`src/hdl/afc_pkg.sv`:
```
// constants and types for the converter frame and state controller
package afc_pkg;

   // ----------------------------------------
   // clock and timing
   // ----------------------------------------
   localparam int CLK_PERIOD_NS = 10;
   // conversion time on the internal clock, plain default
   localparam int CONV_TIME_NS = 700;
   localparam int CONV_CYCLES = (CONV_TIME_NS + CLK_PERIOD_NS - 1) / CLK_PERIOD_NS;
   // delay from reset release to acquire, application reset
   localparam int SOFT_RESET_EXIT_DELAY_NS = 1000;
   localparam int SOFT_EXIT_CYCLES =
      (SOFT_RESET_EXIT_DELAY_NS + CLK_PERIOD_NS - 1) / CLK_PERIOD_NS;
   // delay from reset release to acquire, power-on clear
   localparam int POR_EXIT_DELAY_NS = 20000;
   localparam int POR_EXIT_CYCLES = (POR_EXIT_DELAY_NS + CLK_PERIOD_NS - 1) / CLK_PERIOD_NS;
   localparam int DELAY_W = 16;
   localparam logic [DELAY_W-1:0] CONV_COUNT = DELAY_W'(CONV_CYCLES - 1);
   localparam logic [DELAY_W-1:0] SOFT_EXIT_COUNT = DELAY_W'(SOFT_EXIT_CYCLES);
   localparam logic [DELAY_W-1:0] POR_EXIT_COUNT = DELAY_W'(POR_EXIT_CYCLES);
   localparam logic [DELAY_W-1:0] DELAY_ZERO = 16'h0000;

   // ----------------------------------------
   // frame layout
   // ----------------------------------------
   localparam int WORD_BITS = 32;
   localparam int EDGE_W = 6;
   localparam logic [EDGE_W-1:0] EDGE_ZERO = 6'h00;
   localparam logic [EDGE_W-1:0] EDGE_ONE = 6'h01;
   localparam logic [EDGE_W-1:0] FULL_FRAME_EDGES = 6'h20;
   localparam logic [EDGE_W-1:0] EDGE_SATURATE = 6'h21;
   localparam logic [WORD_BITS-1:0] IDLE_COMMAND = 32'h0000_0000;
   localparam logic [WORD_BITS-1:0] EMPTY_WORD = 32'h0000_0000;
   localparam int FIFO_DEPTH = 16;

   // frame classes
   localparam logic [1:0] CLASS_NONE = 2'h0;
   localparam logic [1:0] CLASS_SHORT = 2'h1;
   localparam logic [1:0] CLASS_OPTIMAL = 2'h2;
   localparam logic [1:0] CLASS_LONG = 2'h3;

   // operating states
   typedef enum logic [2:0] {
      ST_RESET = 3'b001,
      ST_ACQ = 3'b010,
      ST_CONV = 3'b100
   } afc_state_type;

endpackage

```
`src/hdl/afc_sync.sv`:
```
// two-flop synchroniser for a group of pin inputs
`timescale 1ns/100ps
module afc_sync #(
   parameter int WIDTH = 4
) (
   input wire logic ref_clk_in, // system clock
   input wire logic resetn_in, // synchronous reset, active low
   input wire logic [WIDTH-1:0] async_in, // pins from outside the domain
   output logic [WIDTH-1:0] sync_out // synchronised levels
);
   logic [WIDTH-1:0] stage1;

   // first stage feeds only the second
   always_ff @(posedge ref_clk_in) begin
      if (!resetn_in) begin
         stage1 <= '0;
         sync_out <= '0;
      end else begin
         stage1 <= async_in;
         sync_out <= stage1;
      end
   end
endmodule

```
`src/hdl/afc_fifo.sv`:
```
// result fifo between conversion end and frame load
`timescale 1ns/100ps
module afc_fifo #(
   parameter int WIDTH = 32,
   parameter int DEPTH = 16
) (
   input wire logic ref_clk_in, // system clock
   input wire logic resetn_in, // synchronous reset, active low
   input wire logic flush_in, // drop all entries
   input wire logic in_valid_in, // write request
   output logic in_ready_out, // room for a word
   input wire logic [WIDTH-1:0] in_data_in, // write data
   output logic out_valid_out, // word available
   input wire logic out_ready_in, // read acknowledge
   output logic [WIDTH-1:0] out_data_out // head word
);
   localparam int AW = $clog2(DEPTH);
   localparam logic [AW:0] CNT_FULL = (AW+1)'(DEPTH);
   localparam logic [AW:0] CNT_ONE = (AW+1)'(1);
   localparam logic [AW-1:0] PTR_ONE = AW'(1);
   localparam logic [AW-1:0] PTR_LAST = AW'(DEPTH - 1);

   logic [WIDTH-1:0] mem [DEPTH];
   logic [AW-1:0] wr_ptr;
   logic [AW-1:0] rd_ptr;
   logic [AW:0] count;

   // handshake decode
   wire push = in_valid_in && in_ready_out;
   wire pop = out_valid_out && out_ready_in;
   wire [AW-1:0] next_wr = (wr_ptr == PTR_LAST) ? '0 : wr_ptr + PTR_ONE;
   wire [AW-1:0] next_rd = (rd_ptr == PTR_LAST) ? '0 : rd_ptr + PTR_ONE;

   assign in_ready_out = (count != CNT_FULL);
   assign out_valid_out = (count != '0);
   assign out_data_out = mem[rd_ptr];

   // pointers and fill level
   always_ff @(posedge ref_clk_in) begin
      if (!resetn_in || flush_in) begin
         wr_ptr <= '0;
         rd_ptr <= '0;
         count <= '0;
      end else begin
         if (push) wr_ptr <= next_wr;
         if (pop) rd_ptr <= next_rd;
         if (push && !pop) count <= count + CNT_ONE;
         else if (pop && !push) count <= count - CNT_ONE;
      end
   end

   // storage write
   always_ff @(posedge ref_clk_in) begin
      if (push) mem[wr_ptr] <= in_data_in;
   end
endmodule

```
`src/hdl/afc_frame_ctrl.sv`:
```
// serial frame handling and operating-state control of the converter
//
// Behaviour
// - reset kind bit picks application or power-on
// - application reset: defaults, ready low, lanes off
// - release with select and clock low, then acquire
// - reset high; select line alone picks state
// - acquire after power-up, reset and conversion
// - reset fall to reset; select rise converts
// - conversion timed internally, select ignored meanwhile
// - frame from select fall to select rise
// - frame open: ready low, clear, load, idle
// - capture edge: count and shift input in
// - launch edge: drive transmit msb on lanes
// - frame close: lanes off, decode, ready low
// - exactly 32 edges: full word is command
// - short frame: no command, output bits valid
// - long frame: last 32 bits are command
// - command takes effect at closing edge
`timescale 1ns/100ps
module afc_frame_ctrl
   import afc_pkg::*;
#(
   parameter int LANES = 2
) (
   input wire logic ref_clk_in, // system clock, 100 MHz
   input wire logic resetn_in, // synchronous reset, active low
   input wire logic rst_pin_n_in, // host reset pin, active low
   input wire logic convert_start_select_in, // host select pin
   input wire logic sclk_in, // host serial clock pin
   input wire logic sdi_in, // host serial data pin
   input wire logic reset_kind_select_in, // 1 application, 0 power-on
   input wire logic [LANES-1:0] lane_select_in, // lanes used for output
   input wire logic [WORD_BITS-1:0] conv_result_in, // result word at conversion end
   output logic [LANES-1:0] serial_out_lanes_out, // serial output data
   output logic [LANES-1:0] serial_out_oe_out, // lane drive enable
   output logic ready_strobe_out, // ready output
   output logic [WORD_BITS-1:0] cmd_word_out, // decoded command word
   output logic cmd_valid_out, // command pulse at frame close
   output logic [1:0] frame_class_out, // class of last frame
   output logic conv_busy_out, // conversion running
   output logic config_reset_out, // config registers to defaults
   output logic power_reset_out // whole device cleared
);

   // ----------------------------------------
   // pin synchronisation and edges
   // ----------------------------------------
   logic s_rstn;
   logic s_cs;
   logic s_sclk;
   logic s_sdi;
   logic cs_d;
   logic sclk_d;

   afc_sync #(.WIDTH(4)) u_sync (
      .ref_clk_in(ref_clk_in),
      .resetn_in(resetn_in),
      .async_in({rst_pin_n_in, convert_start_select_in, sclk_in, sdi_in}),
      .sync_out({s_rstn, s_cs, s_sclk, s_sdi})
   );

   // delayed copies for edge finding
   always_ff @(posedge ref_clk_in) begin
      if (!resetn_in) begin
         cs_d <= 1'b0;
         sclk_d <= 1'b0;
      end else begin
         cs_d <= s_cs;
         sclk_d <= s_sclk;
      end
   end

   wire cs_rise = s_cs && !cs_d;
   wire cs_fall = !s_cs && cs_d;
   wire sclk_rise = s_sclk && !sclk_d;
   wire sclk_fall = !s_sclk && sclk_d;

   // ----------------------------------------
   // state and timing
   // ----------------------------------------
   afc_state_type state;
   afc_state_type next_state;
   logic [DELAY_W-1:0] delay_cnt;
   logic [DELAY_W-1:0] next_delay;
   logic reset_kind;
   logic frame_active;
   logic fill_ready;

   // state events
   wire delay_done = (delay_cnt == DELAY_ZERO);
   wire exit_ok = s_rstn && !s_cs && !s_sclk;
   wire conv_start = (state == ST_ACQ) && s_rstn && cs_rise;
   wire conv_end = (state == ST_CONV) && s_rstn && delay_done && fill_ready;
   wire frame_open = (state == ST_ACQ) && s_rstn && cs_fall;
   wire frame_close = frame_active && conv_start;
   wire enter_reset = (state != ST_RESET) && !s_rstn;
   wire next_kind = enter_reset ? reset_kind_select_in : reset_kind;

   // state transitions
   always_comb begin
      next_state = state;
      if (!s_rstn) begin
         next_state = ST_RESET;
      end else begin
         unique case (state)
            ST_RESET: begin
               if (exit_ok && delay_done) next_state = ST_ACQ;
            end
            ST_ACQ: begin
               if (cs_rise) next_state = ST_CONV;
            end
            ST_CONV: begin
               if (delay_done && fill_ready) next_state = ST_ACQ;
            end
         endcase
      end
   end

   // exit and conversion delay counter
   always_comb begin
      next_delay = delay_cnt;
      if (!s_rstn) begin
         next_delay = next_kind ? SOFT_EXIT_COUNT : POR_EXIT_COUNT;
      end else if (conv_start) begin
         next_delay = CONV_COUNT;
      end else if (!delay_done && ((state == ST_CONV) || (state == ST_RESET && exit_ok))) begin
         next_delay = delay_cnt - 16'h0001;
      end
   end

   // state registers; power-up behaves as a power-on clear
   always_ff @(posedge ref_clk_in) begin
      if (!resetn_in) begin
         state <= ST_RESET;
         delay_cnt <= POR_EXIT_COUNT;
         reset_kind <= 1'b0;
      end else begin
         state <= next_state;
         delay_cnt <= next_delay;
         reset_kind <= next_kind;
      end
   end

   // reset kind outputs and busy flag
   always_ff @(posedge ref_clk_in) begin
      if (!resetn_in) begin
         config_reset_out <= 1'b0;
         power_reset_out <= 1'b1;
         conv_busy_out <= 1'b0;
      end else begin
         config_reset_out <= (next_state == ST_RESET) && next_kind;
         power_reset_out <= (next_state == ST_RESET) && !next_kind;
         conv_busy_out <= (next_state == ST_CONV);
      end
   end

   // ----------------------------------------
   // result fifo
   // ----------------------------------------
   logic fifo_valid;
   logic [WORD_BITS-1:0] fifo_data;

   afc_fifo #(.WIDTH(WORD_BITS), .DEPTH(FIFO_DEPTH)) u_fifo (
      .ref_clk_in(ref_clk_in),
      .resetn_in(resetn_in),
      .flush_in(power_reset_out),
      .in_valid_in((state == ST_CONV) && delay_done),
      .in_ready_out(fill_ready),
      .in_data_in(conv_result_in),
      .out_valid_out(fifo_valid),
      .out_ready_in(frame_open),
      .out_data_out(fifo_data)
   );

   wire [WORD_BITS-1:0] load_word = fifo_valid ? fifo_data : EMPTY_WORD;

   // ----------------------------------------
   // shift registers and edge counter
   // ----------------------------------------
   logic [EDGE_W-1:0] edge_cnt;
   logic [WORD_BITS-1:0] rx_shift;
   logic [WORD_BITS-1:0] tx_shift_word;
   logic sdo_bit;

   wire capture = frame_active && sclk_rise;
   wire launch = frame_active && sclk_fall;
   wire edge_sat = (edge_cnt == EDGE_SATURATE);
   wire full_frame = (edge_cnt >= FULL_FRAME_EDGES);

   // frame flag and capture side
   always_ff @(posedge ref_clk_in) begin
      if (!resetn_in) begin
         frame_active <= 1'b0;
         edge_cnt <= EDGE_ZERO;
         rx_shift <= '0;
      end else begin
         if (frame_open) frame_active <= 1'b1;
         else if (conv_start || !s_rstn) frame_active <= 1'b0;
         if (frame_open) edge_cnt <= EDGE_ZERO;
         else if (capture && !edge_sat) edge_cnt <= edge_cnt + EDGE_ONE;
         if (capture) rx_shift <= {rx_shift[WORD_BITS-2:0], s_sdi};
      end
   end

   // launch side; mode-0 style, msb valid from frame open
   always_ff @(posedge ref_clk_in) begin
      if (!resetn_in) begin
         tx_shift_word <= EMPTY_WORD;
         sdo_bit <= 1'b0;
      end else if (frame_open) begin
         tx_shift_word <= load_word;
         sdo_bit <= load_word[WORD_BITS-1];
      end else if (launch) begin
         tx_shift_word <= {tx_shift_word[WORD_BITS-2:0], 1'b0};
         sdo_bit <= tx_shift_word[WORD_BITS-2];
      end
   end

   // lane drive and enables
   always_ff @(posedge ref_clk_in) begin
      if (!resetn_in) begin
         serial_out_lanes_out <= '0;
         serial_out_oe_out <= '0;
      end else begin
         serial_out_lanes_out <= {LANES{sdo_bit}} & lane_select_in;
         if (!s_rstn || conv_start) serial_out_oe_out <= '0;
         else if (frame_open) serial_out_oe_out <= lane_select_in;
      end
   end

   // ----------------------------------------
   // ready output and command hand-off
   // ----------------------------------------
   always_ff @(posedge ref_clk_in) begin
      if (!resetn_in) begin
         ready_strobe_out <= 1'b0;
      end else if (next_state == ST_RESET) begin
         ready_strobe_out <= 1'b0;
      end else if ((state != ST_ACQ) && (next_state == ST_ACQ)) begin
         ready_strobe_out <= 1'b1;
      end else if (frame_open || conv_start) begin
         ready_strobe_out <= 1'b0;
      end
   end

   // command word: idle at open, decoded at close
   always_ff @(posedge ref_clk_in) begin
      if (!resetn_in) begin
         cmd_word_out <= IDLE_COMMAND;
         cmd_valid_out <= 1'b0;
         frame_class_out <= CLASS_NONE;
      end else begin
         cmd_valid_out <= 1'b0;
         if (frame_open) begin
            cmd_word_out <= IDLE_COMMAND;
         end else if (frame_close) begin
            if (full_frame) begin
               cmd_word_out <= rx_shift;
               cmd_valid_out <= 1'b1;
            end else begin
               cmd_word_out <= IDLE_COMMAND;
            end
            frame_class_out <= !full_frame ? CLASS_SHORT :
               (edge_cnt == FULL_FRAME_EDGES) ? CLASS_OPTIMAL : CLASS_LONG;
         end
      end
   end
endmodule

```
`config.mk`:
```
export PLATFORM = sky130hd
export DESIGN_NAME = afc_frame_ctrl
export DESIGN_NICKNAME = d
export VERILOG_FILES = /design/src/hdl/afc_pkg.sv /design/src/hdl/afc_sync.sv /design/src/hdl/afc_fifo.sv /design/src/hdl/afc_frame_ctrl.sv
export SDC_FILE = /design/constraint.sdc
export NUM_CORES = 1
export LEC_CHECK = 0
export BUFFER_PORTS_ARGS = -buffer_cell sky130_fd_sc_hd__buf_2
export CAP_MARGIN = 20
export CORE_MARGIN = 8
export CORE_UTILIZATION = 30
export CTS_CLUSTER_DIAMETER = 40
export DETAILED_ROUTE_END_ITERATION = 6
export PLACE_DENSITY_LB_ADDON = 0.2
export SYNTH_ARGS = -nofsm -noshare
export SYNTH_HDL_FRONTEND = slang
export SYNTH_SLANG_ARGS = --single-unit
export TNS_END_PERCENT = 5
```
`constraint.sdc`:
```
create_clock -name ref_clk_in -period 11.61 [get_ports ref_clk_in]
set_input_delay 3.483 -clock ref_clk_in [delete_from_list [all_inputs] [get_ports ref_clk_in]]
set_output_delay 3.483 -clock ref_clk_in [all_outputs]
set_load 0.03 [all_outputs]
```
==> results.py <==
metrics = {
    "clock_tree": {
        "clock_sinks": 673,
        "worstSkewPairLatency_ns": 0.65,
        "postCtsSetupBuffers": 0,
        "clk_pin_slew_worst_paths_ns": 0.06,
        "cts_made_buffers": 101,
        "root_buffer": "clkbuf_16",
        "hold_buffers": 0,
        "postCtsResizedCells": 0,
        "clockBufferDepth": 3,
        "cts_tree": "done",
        "htreeDepth": 3,
    },
    "setup_path": {
        "reg2reg_from": "delay_cnt[0]$_SDFFE_PN0P_",
        "r2r_slack_ns": 8.06,
        "critPathMaxStageDelay_ns": 0.37,
        "critPathKind": "register to output port",
        "reg2reg_to": "u_fifo.count[4]$_SDFFE_PP0P_",
        "cp_top_family": "flip-flops",
        "crit_path_start_kind": "register",
        "crit_chain": "buf_2",
        "ff2ff_path_depth": 13,
        "cp.arrival_ns": 1.24,
        "cp.required_ns": 8.13,
        "critPathMaxFanout": 2,
        "worstSetupEndpointType": "output port",
        "cp_num_buf_inv": 1,
        "worst_path_max_delay_cell": "dfxtp_1",
    },
    "routing": {
        "avgRoutedWirePerCell_um": 22.0,
        "vias": 13500,
        "drcViolationCount": 0,
        "first_iter_violations": 826,
        "ant_nets": 0,
        "drtPass1Iterations": 5,
        "wirelength_mm": 60.3,
        "via_per_inst": 4.92,
    },
    "die": {
        "fp.coreArea_um2": 83600,
        "die_h_um": 306,
        "dieWidth_um": 306,
        "dieArea_um2": 93900,
        "rows": 106,
        "top_level_ports": 84,
        "initial_utilization_pct": 30.3,
    },
    "global_routing": {
        "grt_pass1_wl_mm": 90.6,
        "grt_max_degree": 89,
        "grt.total_usage_pct": 12.7,
        "first_global_vias": 14100,
        "grt_antenna_before_repair": 9,
        "grt-ovfl-total": 0,
    },
    "timing": {
        "min_period_ns": 4.72,
        "rsz0062_at_grt": "no",
        "tns_ns": 0,
        "final-hold-violation-count": 0,
        "relSlewSlack_pct": 27.8,
        "tightest_slew_ns": 1.08,
        "hold_slack_ns": 0.440,
        "fmax_ghz": 0.212,
        "setup_viol": 0,
        "drv_slew": 0,
        "fin_crit_sh_pct": 40.7,
        "clock_skew_ns": 0.0354,
    },
    "min_path": {
        "whs_path_depth": 1,
        "min_path_type": "register to register",
        "hold_start": "u_sync.stage1[3]$_SDFF_PN0_",
        "min_to": "u_sync.sync_out[3]$_SDFF_PN0_",
    },
    "power_and_ir_drop": {
        "power.density_nw_per_um2": 191,
        "p_leak_uw": 0.00987,
        "ir_worst_vdd_v": 0.000114,
        "p_switching_uw": 1180,
        "switching_share_pct": 20.1,
        "p_int_uw": 4690,
        "combinationalPowerShare_pct": 0.8,
        "seqPwrFrac_pct": 44.2,
        "p_clk_share_pct": 55.0,
    },
    "yosys": {
        "netlist_area_um2": 25300,
        "synthCells": 1441,
        "synth_edf_count": 512,
        "syn-num-nets": 1496,
        "ys_seq_area_share_pct": 73.5,
        "ys_types": 72,
        "postSynth.topFlopCell": "edfxtp_1",
        "yosysWarnings": 0,
        "async_flop_share_pct": 0,
        "synth_seq_cells": 673,
        "syn_avg_cell_area_um2": 17.6,
    },
    "placement": {
        "io_buffers": 83,
        "place.gp.congestion": 0.725,
        "hpwl_mm": 31.6,
    },
    "status": {
        "status": "complete, no violations",
    },
    "layout": {
        "drive_gt1_share_pct": 27.8,
        "area_delta_synth_final_pct": 21.7,
        "nNetsFinal": 1631,
    },
    "flow_run": {
        "cap_violations": 0,
    },
}
cells in the mapped netlist, types with 3 or more instances:
master	count	share of area, %
a21o_1	4	0.12
a21oi_1	62	1.2
a221o_1	30	1.2
a22o_1	29	1.0
a31oi_1	6	0.15
and2_1	11	0.27
and3_1	5	0.12
buf_1	3	0.044
buf_2	24	0.47
clkbuf_1	51	0.76
dfxtp_1	161	13
edfxtp_1	512	61
ha_1	13	0.64
inv_1	16	0.24
mux2i_1	9	0.36
mux4_2	128	11
nand2_1	93	1.4
nand2b_1	6	0.15
nand3_1	8	0.16
nand3b_1	4	0.12
nand4_1	8	0.20
nor2_1	54	0.80
nor3_1	40	0.79
nor3b_1	4	0.12
nor4_1	5	0.12
nor4bb_1	3	0.12
o21ai_0	12	0.24
o22ai_1	62	1.5
or2_2	3	0.074
or3_1	4	0.099
or3b_1	3	0.10
xnor2_1	6	0.21
xor2_1	13	0.45
power by group through the flow:
stage | sequential [uW] | clock (uW) | combinational, uW
floorplan | 2640 | 0 | 15.0
global placement | 2640 | 0 | 44.8
detailed placement | 2640 | 0 | 47.7
CTS | 2590 | 3300 | 47.9
global route | 2590 | 3400 | 53.5
finish | 2590 | 3230 | 47.8
sequential cells by signal, summed over array words and instances (netlist names), 2 cells and up, named ones only:
signal                count
serial_out_oe_out         2
rx_shift                 32
u_fifo.count              5
tx_shift_word            31
u_sync.stage1             4
u_fifo.mem              512
delay_cnt                16
serial_out_lanes_out      2
u_fifo.wr_ptr             4
edge_cnt                  6
state                     3
u_sync.sync_out           4
cmd_word_out             32
u_fifo.rd_ptr             4
frame_class_out           2
stage by stage:
step	power (uW)	worst slack (ns)	cells	utilization, %	cell area [um^2]
floorplan	2660	7.15	1441	-	25300
global placement	2680	6.09	2551	32.4	27100
detailed placement	2690	6.01	2552	32.4	27100
CTS	5940	6.66	2741	36.8	30800
global route	6040	6.84	2742	36.8	30800
finish	5870	6.89	2744	36.9	30800
layout make-up:
cell class                 count  area (um^2)
fill                        7750        52800
tap                         1080         1350
multi-input combinational    668         6400
clock inverter                70          996
inverter                      16         60.1
antenna                        2         5.00
timing repair buffer         116          696
clock buffer                 119         2680
sequential                   673        18600
cells by family after synthesis:
group / after synthesis / share of synthesized area [%]
compound gates: 228 / 6.36
xor+xnor: 19 / 0.658
fa+ha+maj: 14 / 0.722
buf+inv: 100 / 1.75
flops: 673 / 73.5
mux: 138 / 11.8
simple gates: 269 / 5.24
layer usage:
metal | vias up | part of all wire (%) | global-route usage, % | wire length [um]
met5 | - | 0.045 | 0 | 27
met4 | 4 | 2.3 | 3.85 | 1400
met3 | 110 | 4.3 | 2.69 | 2610
met2 | 282 | 47 | 20.8 | 28600
met1 | 7005 | 46 | 16.9 | 27700
li1 | 6097 | - | - | -
worst max path at each step:
stage / slack, ns / from / cells after the start / to
2_1_floorplan: 7.15 / resetn_in / 5 / tx_shift_word[10]$_SDFFE_PN0P_
4_1_cts: 6.66 / resetn_in / 4 / cmd_word_out[20]$_SDFFE_PP0P_
6_report: 6.89 / ready_strobe_out$_SDFFE_PP0P_ / 1 / ready_strobe_out
3_5_place_dp: 6.01 / resetn_in / 4 / cmd_word_out[20]$_SDFFE_PP0P_
3_3_place_gp: 6.09 / resetn_in / 4 / cmd_word_out[18]$_SDFFE_PP0P_
5_1_grt: 6.84 / cmd_word_out[3]$_SDFFE_PP0P_ / 1 / cmd_word_out[3]
layout by cell type (no fill, tap or decap), drive strengths merged, types with 5 or more instances in the layout:
cell type	synthesis	final
a221o	30	30
and3	5	5
edfxtp	512	512
nand2b	6	6
nor3	40	40
a21oi	62	62
xnor2	6	6
nor2	55	55
nor4	6	6
mux2i	9	9
o21ai	14	14
nand4	8	8
and2	11	11
bufinv	0	19
inv	16	27
dfxtp	161	161
mux4	128	128
nand3	8	8
a31oi	6	6
a22o	29	29
buf	31	116
nand2	94	94
clkinv	0	31
xor2	13	13
o22ai	63	63
clkbuf	53	119
clkinvlp	0	9
ha	13	13
Note: power is estimated with default switching activity, not from simulation.
